==> src/hdl/flc_map.svh <==
// Purpose: register offsets, fields, codes and counts of the flash command front end
// Assumes: byte-wide register port
// Notes: definitions only
`ifndef FLC_MAP_SVH
`define FLC_MAP_SVH
// ==========================================================
// offsets
`define FLC_OFS_DIV 8'h00
`define FLC_OFS_CFG 8'h01
`define FLC_OFS_PROT 8'h02
`define FLC_OFS_STAT 8'h03
`define FLC_OFS_CMD 8'h04
// ==========================================================
// fields
`define FLC_ST_CBEF 7
`define FLC_ST_CCF 6
`define FLC_ST_PVIOL 5
`define FLC_ST_ACCERR 4
`define FLC_ST_BLANK 2
`define FLC_CFG_KEYSEL 5
`define FLC_DIV_DONE 7
`define FLC_DIV_PRE8 6
`define FLC_PROT_DIS 0
// ==========================================================
// command codes
`define FLC_CMD_BLANK 8'h05
`define FLC_CMD_BYTE 8'h20
`define FLC_CMD_BURST 8'h25
`define FLC_CMD_PAGE 8'h40
`define FLC_CMD_MASS 8'h41
// ==========================================================
// reset values, keys, counts
`define FLC_RST_DIV 7'h00
`define FLC_RST_CFG 1'b0
`define FLC_RST_CMD 8'h00
`define FLC_KEY_LO 16'hFFB0
`define FLC_KEY_HI 16'hFFB7
`define FLC_SEC_OPEN 2'h2
`define FLC_PRE_LAST 3'h7
`define FLC_PAGE_LSB 9
`endif

==> src/hdl/flc_pkg.sv <==
// Purpose: types of the flash command front end
// Assumes: nothing
// Notes: constants live in flc_map.svh
package flc_pkg;
  // ==========================================================
  // command sequence states
  typedef enum logic [1:0] {
    FLC_IDLE = 2'b00,
    FLC_ADDR = 2'b01,
    FLC_CMD = 2'b10
  } flc_seq_t;
endpackage : flc_pkg

==> src/hdl/flc_core.sv <==
// Purpose: command, protection and status front end of an on-chip flash
// Assumes: one clock, array timing engine outside, inputs synchronous
// Notes: array writes arrive on arr_*, engine driven by eng_*
//
// Contract
// - key select steers key writes or commands
// - reset loads protection from nonvolatile byte
// - protection write may only shrink select
// - disable set: nothing protected, writes ignored
// - select gives end of unprotected region
// - protected block refuses program and erase
// - debug writes change protection freely
// - writing one to empty flag launches
// - only bursts queue; empty flag tracks buffer
// - complete flag follows idle, ignores writes
// - protected target sets violation, discards command
// - sequence, divider, stop errors set access error
// - one clears access error, zero ignored
// - blank result flag after blank check
// - blank flag clears on new launch
// - decode blank, byte, burst codes
// - decode page and mass erase
// - other codes raise access error
// - flash tick from bus clock and divisor
// - blank success opens security code
//
// Our own choices: the placing of the registers and the address-and-strobe port.
`timescale 1ns/10ps
`default_nettype none
`include "flc_map.svh"
module flc_core (
  input wire logic clk_sys,
  input wire logic rst_n,
  input wire logic [7:0] reg_addr,
  input wire logic [7:0] reg_wdata,
  input wire logic reg_we,
  input wire logic reg_re,
  output logic [7:0] reg_rdata,
  input wire logic arr_we,
  input wire logic [15:0] arr_addr,
  input wire logic [7:0] arr_wdata,
  input wire logic [7:0] nonvolatile_protect_byte,
  input wire logic [1:0] nv_security_code,
  input wire logic bdm_prot_we,
  input wire logic [7:0] bdm_prot_wdata,
  input wire logic stop_req,
  input wire logic eng_done,
  input wire logic eng_blank,
  output logic eng_start,
  output logic eng_abort,
  output logic [7:0] eng_cmd,
  output logic [15:0] eng_addr,
  output logic [7:0] eng_data,
  output logic fclk_tick,
  output logic key_we,
  output logic [2:0] key_idx,
  output logic [7:0] key_data,
  output logic [1:0] security_state_code
);
  // ==========================================================
  // helpers
  function automatic logic cmd_legal(input logic [7:0] c);
    cmd_legal = (c == `FLC_CMD_BLANK) || (c == `FLC_CMD_BYTE) ||
      (c == `FLC_CMD_BURST) || (c == `FLC_CMD_PAGE) ||
      (c == `FLC_CMD_MASS);
  endfunction : cmd_legal

  function automatic logic cmd_pe(input logic [7:0] c);
    cmd_pe = cmd_legal(c) && (c != `FLC_CMD_BLANK);
  endfunction : cmd_pe

  // ==========================================================
  // state
  flc_pkg::flc_seq_t seq_r;
  logic [7:0] prot_r;
  logic [6:0] div_r;
  logic div_done_r;
  logic key_sel_r;
  logic [7:0] cmd_r;
  logic [15:0] addr_r;
  logic [7:0] data_r;
  logic cbef_r, ccf_r, pviol_r, accerr_r, blank_r;
  logic act_r, pend_r;
  logic [7:0] act_cmd_r, pend_cmd_r;
  logic [15:0] pend_addr_r;
  logic [7:0] pend_data_r;
  logic [2:0] pre_cnt_r;
  logic [5:0] div_cnt_r;
  logic [1:0] sec_r;

  // ==========================================================
  // decode
  logic wr_div, wr_cfg, wr_prot, wr_stat, wr_cmd;
  logic launch_req, arr_cmd, key_hit;
  assign wr_div = reg_we && (reg_addr == `FLC_OFS_DIV);
  assign wr_cfg = reg_we && (reg_addr == `FLC_OFS_CFG);
  assign wr_prot = reg_we && (reg_addr == `FLC_OFS_PROT);
  assign wr_stat = reg_we && (reg_addr == `FLC_OFS_STAT);
  assign wr_cmd = reg_we && (reg_addr == `FLC_OFS_CMD);
  assign launch_req = wr_stat && reg_wdata[`FLC_ST_CBEF];
  assign arr_cmd = arr_we && !key_sel_r;
  assign key_hit = arr_we && key_sel_r &&
    (arr_addr >= `FLC_KEY_LO) && (arr_addr <= `FLC_KEY_HI);

  // ==========================================================
  // launch checks
  logic pdis, act_burst, seq_err, go, bad_cmd, div_err, q_err;
  logic pv_hit, acc_set, pv_set, ok, stop_err, blank_ok;
  assign pdis = prot_r[`FLC_PROT_DIS];
  assign act_burst = act_r && (act_cmd_r == `FLC_CMD_BURST);
  // mass erase touches the protected block whenever protection is on
  assign pv_hit = cmd_pe(cmd_r) && !pdis &&
    ((cmd_r == `FLC_CMD_MASS) ||
     (addr_r[15:`FLC_PAGE_LSB] > prot_r[7:1]));
  assign seq_err = (arr_cmd && ((seq_r != flc_pkg::FLC_IDLE) || !cbef_r)) ||
    (wr_cmd && (seq_r != flc_pkg::FLC_ADDR)) ||
    (launch_req && ((seq_r != flc_pkg::FLC_CMD) || !cbef_r));
  assign go = launch_req && (seq_r == flc_pkg::FLC_CMD) && cbef_r;
  assign bad_cmd = !cmd_legal(cmd_r);
  assign div_err = cmd_pe(cmd_r) && !div_done_r;
  // only a burst may wait behind a running burst
  assign q_err = act_r && !(act_burst && (cmd_r == `FLC_CMD_BURST));
  assign stop_err = stop_req && (act_r || pend_r);
  assign acc_set = seq_err || stop_err ||
    (go && (bad_cmd || div_err || q_err));
  assign pv_set = go && !bad_cmd && !div_err && !q_err && pv_hit;
  assign ok = go && !bad_cmd && !div_err && !q_err && !pv_hit;
  assign blank_ok = eng_done && act_r && (act_cmd_r == `FLC_CMD_BLANK) &&
    eng_blank;

  // ==========================================================
  // command sequence
  always_ff @(posedge clk_sys) begin
    if (!rst_n) begin
      seq_r <= flc_pkg::FLC_IDLE;
      cmd_r <= `FLC_RST_CMD;
      addr_r <= 16'h0000;
      data_r <= 8'h00;
    end else begin
      if (seq_err || go) begin
        seq_r <= flc_pkg::FLC_IDLE;
      end else if (arr_cmd) begin
        seq_r <= flc_pkg::FLC_ADDR;
        addr_r <= arr_addr;
        data_r <= arr_wdata;
      end else if (wr_cmd) begin
        seq_r <= flc_pkg::FLC_CMD;
      end
      if (wr_cmd) begin
        cmd_r <= reg_wdata;
      end
    end
  end

  // ==========================================================
  // engine hand-off and burst queue
  always_ff @(posedge clk_sys) begin
    if (!rst_n) begin
      act_r <= 1'b0;
      pend_r <= 1'b0;
      act_cmd_r <= 8'h00;
      pend_cmd_r <= 8'h00;
      pend_addr_r <= 16'h0000;
      pend_data_r <= 8'h00;
      eng_start <= 1'b0;
      eng_abort <= 1'b0;
      eng_cmd <= 8'h00;
      eng_addr <= 16'h0000;
      eng_data <= 8'h00;
    end else begin
      eng_start <= 1'b0;
      eng_abort <= 1'b0;
      if (stop_err) begin
        act_r <= 1'b0;
        pend_r <= 1'b0;
        eng_abort <= 1'b1;
      end else if (eng_done && act_r && pend_r) begin
        pend_r <= 1'b0;
        act_cmd_r <= pend_cmd_r;
        eng_start <= 1'b1;
        eng_cmd <= pend_cmd_r;
        eng_addr <= pend_addr_r;
        eng_data <= pend_data_r;
      end else if (ok && (!act_r || eng_done)) begin
        act_r <= 1'b1;
        act_cmd_r <= cmd_r;
        eng_start <= 1'b1;
        eng_cmd <= cmd_r;
        eng_addr <= addr_r;
        eng_data <= data_r;
      end else if (ok) begin
        pend_r <= 1'b1;
        pend_cmd_r <= cmd_r;
        pend_addr_r <= addr_r;
        pend_data_r <= data_r;
      end else if (eng_done && act_r) begin
        act_r <= 1'b0;
      end
    end
  end

  // ==========================================================
  // status flags
  always_ff @(posedge clk_sys) begin
    if (!rst_n) begin
      cbef_r <= 1'b1;
      ccf_r <= 1'b1;
    end else if (ok) begin
      cbef_r <= 1'b0;
      ccf_r <= 1'b0;
    end else begin
      // empty again once a burst sits in the engine with nothing queued
      cbef_r <= !pend_r && (!act_r || act_burst);
      ccf_r <= cbef_r && !act_r && !pend_r;
    end
  end

  always_ff @(posedge clk_sys) begin
    if (!rst_n) begin
      pviol_r <= 1'b0;
      accerr_r <= 1'b0;
    end else begin
      if (pv_set) begin
        pviol_r <= 1'b1;
      end else if (wr_stat && reg_wdata[`FLC_ST_PVIOL]) begin
        pviol_r <= 1'b0;
      end
      if (acc_set) begin
        accerr_r <= 1'b1;
      end else if (wr_stat && reg_wdata[`FLC_ST_ACCERR]) begin
        accerr_r <= 1'b0;
      end
    end
  end

  always_ff @(posedge clk_sys) begin
    if (!rst_n) begin
      blank_r <= 1'b0;
    end else if (blank_ok) begin
      blank_r <= 1'b1;
    end else if (ok) begin
      blank_r <= 1'b0;
    end
  end

  // ==========================================================
  // protection and security
  always_ff @(posedge clk_sys) begin
    if (!rst_n) begin
      prot_r <= nonvolatile_protect_byte;
    end else if (bdm_prot_we) begin
      prot_r <= bdm_prot_wdata;
    end else if (wr_prot && !pdis && (reg_wdata[7:1] <= prot_r[7:1])) begin
      prot_r[7:1] <= reg_wdata[7:1];
    end
  end

  always_ff @(posedge clk_sys) begin
    if (!rst_n) begin
      sec_r <= nv_security_code;
    end else if (blank_ok) begin
      sec_r <= `FLC_SEC_OPEN;
    end
  end

  // ==========================================================
  // configuration and clock divider
  always_ff @(posedge clk_sys) begin
    if (!rst_n) begin
      div_r <= `FLC_RST_DIV;
      div_done_r <= 1'b0;
      key_sel_r <= `FLC_RST_CFG;
    end else begin
      if (wr_div) begin
        div_r <= reg_wdata[6:0];
        div_done_r <= 1'b1;
      end
      if (wr_cfg) begin
        key_sel_r <= reg_wdata[`FLC_CFG_KEYSEL];
      end
    end
  end

  logic pre_tick;
  assign pre_tick = !div_r[`FLC_DIV_PRE8] || (pre_cnt_r == `FLC_PRE_LAST);

  always_ff @(posedge clk_sys) begin
    if (!rst_n) begin
      pre_cnt_r <= 3'h0;
      div_cnt_r <= 6'h00;
      fclk_tick <= 1'b0;
    end else begin
      fclk_tick <= 1'b0;
      if (wr_div) begin
        pre_cnt_r <= 3'h0;
        div_cnt_r <= 6'h00;
      end else if (div_done_r) begin
        pre_cnt_r <= pre_cnt_r + 3'h1;
        if (pre_tick) begin
          if (div_cnt_r == div_r[5:0]) begin
            div_cnt_r <= 6'h00;
            fclk_tick <= 1'b1;
          end else begin
            div_cnt_r <= div_cnt_r + 6'h01;
          end
        end
      end
    end
  end

  // ==========================================================
  // backdoor key writes
  always_ff @(posedge clk_sys) begin
    if (!rst_n) begin
      key_we <= 1'b0;
      key_idx <= 3'h0;
      key_data <= 8'h00;
    end else begin
      key_we <= key_hit;
      if (key_hit) begin
        key_idx <= arr_addr[2:0];
        key_data <= arr_wdata;
      end
    end
  end

  // ==========================================================
  // read port
  always_ff @(posedge clk_sys) begin
    if (!rst_n || !reg_re) begin
      reg_rdata <= 8'h00;
    end else begin
      unique case (reg_addr)
        `FLC_OFS_DIV: reg_rdata <= {div_done_r, div_r};
        `FLC_OFS_CFG: reg_rdata <= {2'b00, key_sel_r, 5'h00};
        `FLC_OFS_PROT: reg_rdata <= prot_r;
        `FLC_OFS_STAT: reg_rdata <= {cbef_r, ccf_r, pviol_r, accerr_r,
          1'b0, blank_r, 2'b00};
        `FLC_OFS_CMD: reg_rdata <= cmd_r;
        default: reg_rdata <= 8'h00;
      endcase
    end
  end

  assign security_state_code = sec_r;
endmodule : flc_core
`default_nettype wire

==> config.mk <==
export PLATFORM = sky130hd
export DESIGN_NAME = flc_core
export DESIGN_NICKNAME = d
export VERILOG_FILES = /design/src/hdl/flc_pkg.sv /design/src/hdl/flc_core.sv
export VERILOG_INCLUDE_DIRS = /design/src /design/src/hdl
export SDC_FILE = /design/constraint.sdc
export NUM_CORES = 1
export LEC_CHECK = 0
export BUFFER_PORTS_ARGS = -buffer_cell sky130_fd_sc_hd__buf_2
export CAP_MARGIN = 20
export CORE_MARGIN = 1.5
export CORE_UTILIZATION = 36
export CTS_BUF_LIST = sky130_fd_sc_hd__clkbuf_16
export DETAILED_ROUTE_END_ITERATION = 7
export GPL_ROUTABILITY_DRIVEN = 0
export PLACE_DENSITY = 0.59
export SLEW_MARGIN = 20
export SYNTH_ARGS = -nofsm -noshare
export SYNTH_HDL_FRONTEND = slang
export SYNTH_SLANG_ARGS = --single-unit
==> constraint.sdc <==
create_clock -name clk_sys -period 3.52 [get_ports clk_sys]
set_clock_uncertainty 0.05 [all_clocks]
set_input_delay 0.176 -clock clk_sys [delete_from_list [all_inputs] [get_ports clk_sys]]
set_output_delay 0.176 -clock clk_sys [all_outputs]
set_load 0.05 [all_outputs]
==> results.toml, run 1 <==
[setup_path]
start_kind = "register"
critPathSlowestCell = "or4_4"
slowest_delay_ns = 0.55
critPathKind = "reg -> reg"
worst-endpoint-required_ns = 3.75
cp_num_buf_inv = 2
cp_cell_sequence = "inv_1 -> ha_1 -> a21oi_1 -> a21oi_1 -> or4_4 -> a2111oi_4 -> buf_4 -> mux2i_1 -> nor2_1"
cpMostUsedCell = "a21oi_1"
worstPathArrival_ns = 3.06
crit_path_end_kind = "register"
worstPathMaxFanout = 18
crit_family = "compound AO/OA/AOI/OAI gates"

[floorplan]
die_h_um = 146
pin_count = 124
dieArea_um2 = 21200
core.rowCount = 51
die_w_um = 146
start_util = 0.371
core_area_um2 = 19700

[global_route]
grt_pass1_wl_um = 33100
antenna_found_initial = 0
grt_start_max_net_pins = 70
grt.total_usage = 0.195
grt_pass1_vias = 6136
grt-ovfl-total = 0

[yosys]
netlist_instances = 810
yosys.area.top_type = "dfxtp_1"
yosysMostFrequentCell = "dfxtp_1"
synth_area_um2 = 7310
synth_nets = 894
netlist.area_leader.share = 0.400
syn_area_per_cell_um2 = 9.03
synthArstFlopShare = 0
yosysSeqAreaShare = 0.441
synth.distinct_cells = 61
synth-edff-count = 10
yosysWarnings = 0
yosys-top-cells-area = "dfxtp_1, mux2i_1, nor2_1"
synth_top_cells_by_count = "dfxtp_1, nor2_1, nand2_1"
synthFlopType = "dfxtp_1"
ys_seq_elements = 156

[detailed_routing]
drtPass1Iterations = 5
routedWlPerCell_um = 16.7
ant_nets = 0
first_iter_violations = 495
wl_um = 20300
route.detailed.drc = 0
via_per_inst = 5.22
vias = 6367

[clock_tree]
post_cts.repair.setup_buffers = 0
cts_resized = 0
clockBufferDepth = 2
cts_inserted_buffers = 17
cts_tree = "yes"
clock-root-buffer = "clkbuf_16"
worst_skew_pair.late_latency_ns = 0.42
clock_sinks = 156
htree_levels = 4
hold_buffers = 28
clk_pin_slew_ns = 0.07

[sta]
slew_headroom = 0.423
setup_viol = 0
worst_pin_slew_ns = 0.864
min_period_ns = 2.83
drv_slew = 0
hold_violations = 0
whs_ns = 0.0190
rsz0062_at_grt = "false"
timing.final.crit_share = 0.805
fin_setup_tns_ns = 0
fmax_mhz = 353

[power_and_ir_drop]
peakVddDrop_v = 0.000356
power.density_nw_per_um2 = 441
sw_frac_of_total = 0.247
combPwrFrac = 0.077
leakage_nw = 3.81
p_int_mw = 3.01
power_frac_seq = 0.461
clock_power_share = 0.462
total_power_mw = 3.99
p_sw_uw = 986

[hold_path]
worstHoldPathType = "in -> reg"

[layout]
diodes = 0
drive_gt1_frac = 0.194
area_growth_pct = 23.9
design_area_um2 = 9060
final_nets = 1026

[placement]
portBuffers = 123
placed_cell_area_um2 = 8180
dp_hpwl_um = 13900

[flow_run]
maxCapViolations = 0

[status]
outcome = "complete, no violations"
[state kept, by name (all words and copies together), names as in the netlist, 7 cells and up]
register,cells
data_r,8
addr_r,16
eng_addr,16
pend_cmd_r,8
div_r,7
reg_rdata,8
prot_r,8
pend_addr_r,16
pend_data_r,8
cmd_r,8
eng_data,8
act_cmd_r,8
key_data,8
[final cells by class]
type                            count  area [µm²]
Timing Repair Buffer              170        1050
Tap cell                          265         332
Fill cell                        1902       10700
Clock inverter                     15         163
Multi-Input combinational cell    582        3810
Inverter                           15        56.3
Clock buffer                       17         425
Sequential cell                   156        3220
[power by group through the flow]
| stage | combinational, mW | sequential (mW) | clock, mW |
|---|---|---|---|
| 2_1_floorplan | 0.174 | 1.88 | 0 |
| 3_3_place_gp | 0.277 | 1.88 | 0 |
| 3_5_place_dp | 0.281 | 1.88 | 0 |
| 4_1_cts | 0.307 | 1.84 | 1.88 |
| 5_1_grt | 0.343 | 1.85 | 1.96 |
| 6_report | 0.307 | 1.84 | 1.84 |
[worst reg2reg max path: stages (launching register included)]
cell and delay (ns):
edfxtp_1 0.38, inv_1 0.12, ha_1 0.27, a21oi_1 0.14, a21oi_1 0.09, or4_4 0.55
a2111oi_4 0.40, buf_4 0.40, mux2i_1 0.24, nor2_1 0.06
[logic make-up (layout without fill, tap and decap cells)]
family,Yosys count,in the layout,synth area share
and+or+nand+nor,305,305,0.190
AOI/OAI and AO/OA,161,161,0.162
DFF,156,156,0.441
muxes,88,88,0.122
buffers and inverters,72,217,0.0426
adders and majority gates,17,17,0.0291
xor gates and xnor gates,11,11,0.0132
[per-stage QoR]
step,setup WS (ns),instances,util
global placement,0.776,1159,0.415
global route,0.502,1220,0.459
finish,0.687,1220,0.459
floorplan,0.893,810,-
CTS,0.685,1219,0.459
detailed placement,0.704,1159,0.415
[per-layer routing]
metal  part of all wire  vias to the layer above  GRT usage
met4              0.013                        0     0.0673
met3              0.045                       21     0.0320
li1                   -                     3163          -
met2               0.45                      167      0.301
met1               0.49                     3016      0.275
met5                  0                        -          0
[placed cells by master (no fill, tap or decap), types with 9 or more instances in the layout]
cell type	instances
a22o_1	30
buf_2	123
nor2_1	136
a221o_1	23
dfxtp_1	146
nand4_1	9
a21oi_1	61
inv_1	14
clkbuf_16	17
mux2i_1	86
buf_4	17
nand2_1	88
ha_1	17
edfxtp_1	10
a311oi_1	9
dlygate4sd3_1	29
nand3_1	11
[worst paths after layout]
path,from,endpoint,slack (ns),cells after the start
hold reg to reg,pend_cmd_r[5],pend_cmd_r[5],0.42,2
setup reg to reg,prot_r[3],pend_addr_r[14],0.69,9
hold / removal,arr_addr[15],addr_r[15],0.02,3
setup / recovery,prot_r[3],pend_addr_r[14],0.69,9
Note: power is estimated with default switching activity, not from simulation.
==> run 2: changes to the inputs <==
PLACE_DENSITY = 0.61   (was 0.59)
clock period = 2.4 ns   (was 3.52 ns; I/O delays follow)
==> results.toml, run 2 (synthesis results as in run 1) <==
[layout]
top_regs = "addr_r: 16 flops, eng_addr: 16 flops, pend_addr_r: 16 flops"
drive_gt1_frac = 0.257
diodes = 0
design_area_um2 = 9910
final_common_cell = "dfxtp_1"
regArea_um2 = 3230
final_nets = 1098
area_growth_pct = 35.5
multi_input_area_um2 = 3920
final_cell_mix = "dfxtp_1, nor2_1, buf_2"
fill_cells = 1860

[detailed_routing]
ant_nets = 0
first_iter_violations = 419
wl_um = 21600
met3_length_um = 1040
highest_layer = "met4"
via_per_inst = 5.18
routedWlPerCell_um = 16.7
route.detailed.drc = 0
vias = 6698
drtPass1Iterations = 5
drt-met1-wl_um = 10300
wl_met2_um = 9890

[floorplan]
core.rowCount = 51
die_h_um = 146
start_util = 0.371
core_area_um2 = 19700
die_w_um = 146
dieArea_um2 = 21200
pin_count = 124

[global_route]
grt_start_max_net_pins = 98
grt.total_usage = 0.197
antenna_found_initial = 0
grt-ovfl-total = 0
grt_pass1_vias = 6315
grt_pass1_wl_um = 33500

[sta]
worst_pin_slew_ns = 0.580
slew_headroom = 0.613
postLayoutSetupSlackWorst_ns = -0.179
min_period_ns = 2.58
setup_viol = 68
rsz0062_at_grt = "true"
fmax_mhz = 388
fin_setup_tns_ns = -7.69
hold_violations = 0
timing.final.crit_share = 1.07
drv_slew = 0

[setup_path]
worstPathMaxFanout = 5
r2r_setup_slack_ns = -0.18
crit_path_end_kind = "register"
worstPathArrival_ns = 2.83
worst-endpoint-required_ns = 2.65
critPathKind = "reg -> reg"
start_kind = "register"

[placement]
dp_hpwl_um = 14000
placed_cell_area_um2 = 8620
portBuffers = 123
pre_cts_ws_ns = -0.196

[power_and_ir_drop]
power_frac_seq = 0.476
leakage_nw = 4.23
sw_frac_of_total = 0.246
power.density_nw_per_um2 = 574
total_power_mw = 5.69
p_int_mw = 4.29
combPwrFrac = 0.096
p_sw_mw = 1.40
clock_power_share = 0.428
peakVddDrop_v = 0.000468

[hold_path]
worstHoldPathType = "in -> reg"

[clock_tree]
cts_tree = "yes"
htree_levels = 4
clockBufferDepth = 2
worst_skew_pair.late_latency_ns = 0.43
clk_pin_slew_ns = 0.06
clock_sinks = 156
clock-root-buffer = "clkbuf_16"
cts_inserted_buffers = 17

[flow_run]
maxCapViolations = 0

[status]
violations = "negative setup slack"
outcome = "finished, violations left"
-- run 2: changes by cell type in the layout (fill, tap and decap cells not counted), moves of 3 or more --
| cell | before | now |
|---|---|---|
| inv_6 | 4 | 0 |
| ha_4 | 0 | 5 |
| inv_1 | 14 | 11 |
| ha_1 | 17 | 12 |
| clkbuf_16 | 17 | 22 |
| nor2_2 | 0 | 3 |
| nor2_1 | 136 | 132 |
| inv_2 | 1 | 7 |
| buf_12 | 1 | 8 |
| dlygate4sd3_1 | 29 | 39 |
| buf_4 | 17 | 60 |
| buf_6 | 0 | 3 |
-- run 2: what timing repair did --
action | CTS | global route
pin swaps | 2 | 5
resized for setup | 17 | 13
hold endpoints to repair | 53 | 0
hold buffers | 39 | 0
endpoints found under the setup margin | 63 | 77
gates cloned | 4 | 3
setup buffers | 8 | 2
-- run 2: stage by stage --
| stage | hold slack (ns) | instances | util |
|---|---|---|---|
| final | 0.0238 | 1292 | 0.502 |
| after global routing | 0.0238 | 1292 | 0.502 |
| after CTS | 0.00690 | 1287 | 0.495 |
| after detailed placement | 0.324 | 1204 | 0.437 |
| after global placement | 0.311 | 1204 | 0.437 |
| after floorplan | 0.149 | 810 | - |
-- run 2: final timing paths --
path / endpoint / start / cells past startpoint
setup / recovery: pend_addr_r[3] / prot_r[6] / 10
hold / removal: prot_r[6] / nonvolatile_protect_byte[6] / 3
setup reg to reg: pend_addr_r[3] / prot_r[6] / 10
hold reg to reg: pend_cmd_r[4] / pend_cmd_r[4] / 1
-- run 2: layout make-up --
class	count	share of cell area
Clock buffer	18	0.0455
Clock inverter	14	0.00808
Inverter	15	0.00568
Multi-Input combinational cell	582	0.396
Sequential cell	156	0.326
Tap cell	265	0.0335
Timing Repair Buffer	242	0.186
-- run 2: power by group through the flow --
stage                     registers [mW]  logic (mW)  clock network, mW
after floorplan                     2.76       0.265                  0
after global placement              2.76       0.470                  0
after detailed placement            2.76       0.472                  0
after CTS                           2.70       0.538               2.49
after global routing                2.71       0.602               2.60
final                               2.71       0.548               2.44
-- run 2: routing by layer --
| metal | GRT usage | vias to the layer above |
|---|---|---|
| met3 | 0.0354 | 26 |
| li1 | - | 3308 |
| met4 | 0.0607 | 0 |
| met5 | 0 | - |
| met2 | 0.308 | 170 |
| met1 | 0.277 | 3194 |
-- run 2: worst max-delay path, cell delays in order, from the launching register on --
cell	delay, ns
edfxtp_1	0.43
inv_2	0.11
ha_4	0.20
nand4_1	0.13
a21oi_1	0.06
or4_4	0.52
a2111oi_4	0.33
buf_6	0.20
clkbuf_16	0.17
mux2i_1	0.19
nor2_1	0.06
==> run 3: changes to the inputs <==
ABC_AREA = 1   (was default)
==> results.toml, run 3 <==
[status]
outcome = "complete, no violations"

[setup_path]
r2r_end = "eng_data[7]"
start_kind = "register"
worst-endpoint-required_ns = 2.67
worstPathMaxFanout = 26
r2r_setup_slack_ns = 0.18
r2r_start = "prot_r[3]"
critPathKind = "reg -> reg"
crit_path_end_kind = "register"
worstRegToRegCells = 15
worstPathArrival_ns = 2.49

[clock_tree]
worst_skew_pair.late_latency_ns = 0.42
htree_levels = 4
cts_inserted_buffers = 17
clk_pin_slew_ns = 0.06
post_cts.repair.setup_buffers = 0
clock_sinks = 156
clockBufferDepth = 2
clock-root-buffer = "clkbuf_16"
cts_tree = "yes"

[hold_path]
hold_depth = 3
worstHoldStart = "reg_wdata[3]"
worstHoldPathType = "in -> reg"
hold_end = "cmd_r[3]"

[yosys]
ys_seq_elements = 156
synth-simple-area-share = 0.285
synth_top_cells_by_count = "nor2_1, nand2_1, dfxtp_1"
synth-edff-count = 10
synth_top_family_by_area = "simple AND/OR/NAND/NOR gates"
yosysSeqAreaShare = 0.451
yosysWarnings = 0
synthXorXnorAreaFrac = 0.00858
muxShareOfSynthArea = 0
yosysMostFrequentCell = "nor2_1"
synth_area_um2 = 7150
netlist.area_leader.share = 0.409
synth_nets = 1105
yosys-top-cells-area = "dfxtp_1, nor2_1, nand2_1"
synthArstFlopShare = 0
syn_area_per_cell_um2 = 7.00
synthFlopType = "dfxtp_1"
synth.distinct_cells = 43
yosys.area.top_type = "dfxtp_1"
yosys.area_share.adder = 0.0298
synth_compound_area_frac = 0.128
netlist_instances = 1021

[sta]
fmax_mhz = 451
slew_headroom = 0.520
timing.final.crit_share = 0.925
setup_viol = 0
drv_slew = 0
worst_pin_slew_ns = 0.719
min_period_ns = 2.22
hold_violations = 0

[floorplan]
pin_count = 124
dieArea_um2 = 20700
core.rowCount = 51
die_h_um = 144
die_w_um = 144
core_area_um2 = 19500
start_util = 0.367

[layout]
drive_gt1_frac = 0.172
multi_input_area_um2 = 3230
fill_cells = 1975
diodes = 0
design_area_um2 = 9130
final_common_cell = "nor2_1"
layout.cells.non_filler = 1466
final_nets = 1272
area_growth_pct = 27.6
final_cell_mix = "nor2_1, nand2_1, dfxtp_1"
top_regs = "addr_r: 16 flops, eng_addr: 16 flops, pend_addr_r: 16 flops"
regArea_um2 = 3220

[placement]
placed_cell_area_um2 = 8070
place_inst = 1388
dp_hpwl_um = 13400
portBuffers = 123

[detailed_routing]
wl_um = 19200
first_iter_violations = 542
routedWlPerCell_um = 13.1
route.detailed.drc = 0
vias = 6736
via_per_inst = 4.59
drtPass1Iterations = 6
ant_nets = 0

[power_and_ir_drop]
total_power_mw = 5.72
peakVddDrop_v = 0.000466
power.density_nw_per_um2 = 627
leakage_nw = 4.55

[global_route]
grt_pass1_wl_um = 30200
grt-ovfl-total = 0
grt.total_usage = 0.187
grt_pass1_vias = 6085
grt_start_max_net_pins = 71
antenna_found_initial = 1

[flow_run]
maxCapViolations = 0
run 3: area by class of cell:
class                           instances  area share
Sequential cell                       156       0.353
Tap cell                              265      0.0363
Multi-Input combinational cell        693       0.354
Inverter                              129      0.0531
Clock inverter                         14      0.0111
Clock buffer                           18      0.0494
Timing Repair Buffer                  191       0.143
run 3: worst max path at each step:
stage,cells after the start,slack [ns],endpoint,startpoint
after floorplan,13,0.16,pend_addr_r[15],act_cmd_r[2]
after CTS,16,0.16,pend_data_r[4],prot_r[3]
final,15,0.18,eng_data[7],prot_r[3]
after global placement,16,0.23,eng_addr[2],prot_r[3]
after global routing,16,-0.01,act_cmd_r[3],prot_r[3]
after detailed placement,16,0.18,eng_addr[4],prot_r[3]
run 3: cell families after synthesis:
family / Yosys count
buffers and inverters: 172
flip-flops: 156
AND/OR/NAND/NOR: 498
AO/OA/AOI/OAI: 171
adder cells (fa/ha/maj): 17
XOR/XNOR: 7
run 3: power breakdown:
part / internal (mW) / total (mW) / switching (mW)
logic: 0.199 / 0.468 / 0.269
clock network: 1.47 / 2.54 / 1.08
registers: 2.67 / 2.71 / 0.0381
total: 4.34 / 5.72 / 1.38
run 3: metal layers:
layer  share of wire  vias to the layer above  GRT usage
met3           0.053                       32     0.0417
li1                -                     3541          -
met2            0.43                      164      0.274
met4           0.020                        2     0.0709
met5         0.00057                        -          0
met1            0.50                     2997      0.267
run 3: through the flow:
step | setup WS (ns) | setup TNS, ns | hold WS, ns | utilization
after floorplan | 0.163 | 0 | 0.205 | -
after global placement | 0.230 | 0 | 0.317 | 0.415
after detailed placement | 0.175 | 0 | 0.319 | 0.415
after CTS | 0.161 | 0 | 0.00256 | 0.466
after global routing | -0.0122 | -0.0475 | 0.0304 | 0.469
final | 0.181 | 0 | 0.0155 | 0.469
run 3: what timing repair did:
action	CTS	global route
hold buffers	44	0
endpoints found under the setup margin	0	44
resized for setup	0	3
endpoints found under the hold margin	56	0
run 3: worst max-delay path, stage by stage, from the launching register on:
cell and delay [ns]:
edfxtp_1 0.37, inv_2 0.11, ha_1 0.27, a21oi_1 0.13, o21ai_0 0.10, nand2_1 0.06
nand2_1 0.05, nand2_1 0.07, nand2_1 0.07, nand3_1 0.15, nand3_1 0.10, nand2_1 0.11
nand2_4 0.10, clkbuf_16 0.20, nor2_1 0.12, nor2_1 0.06
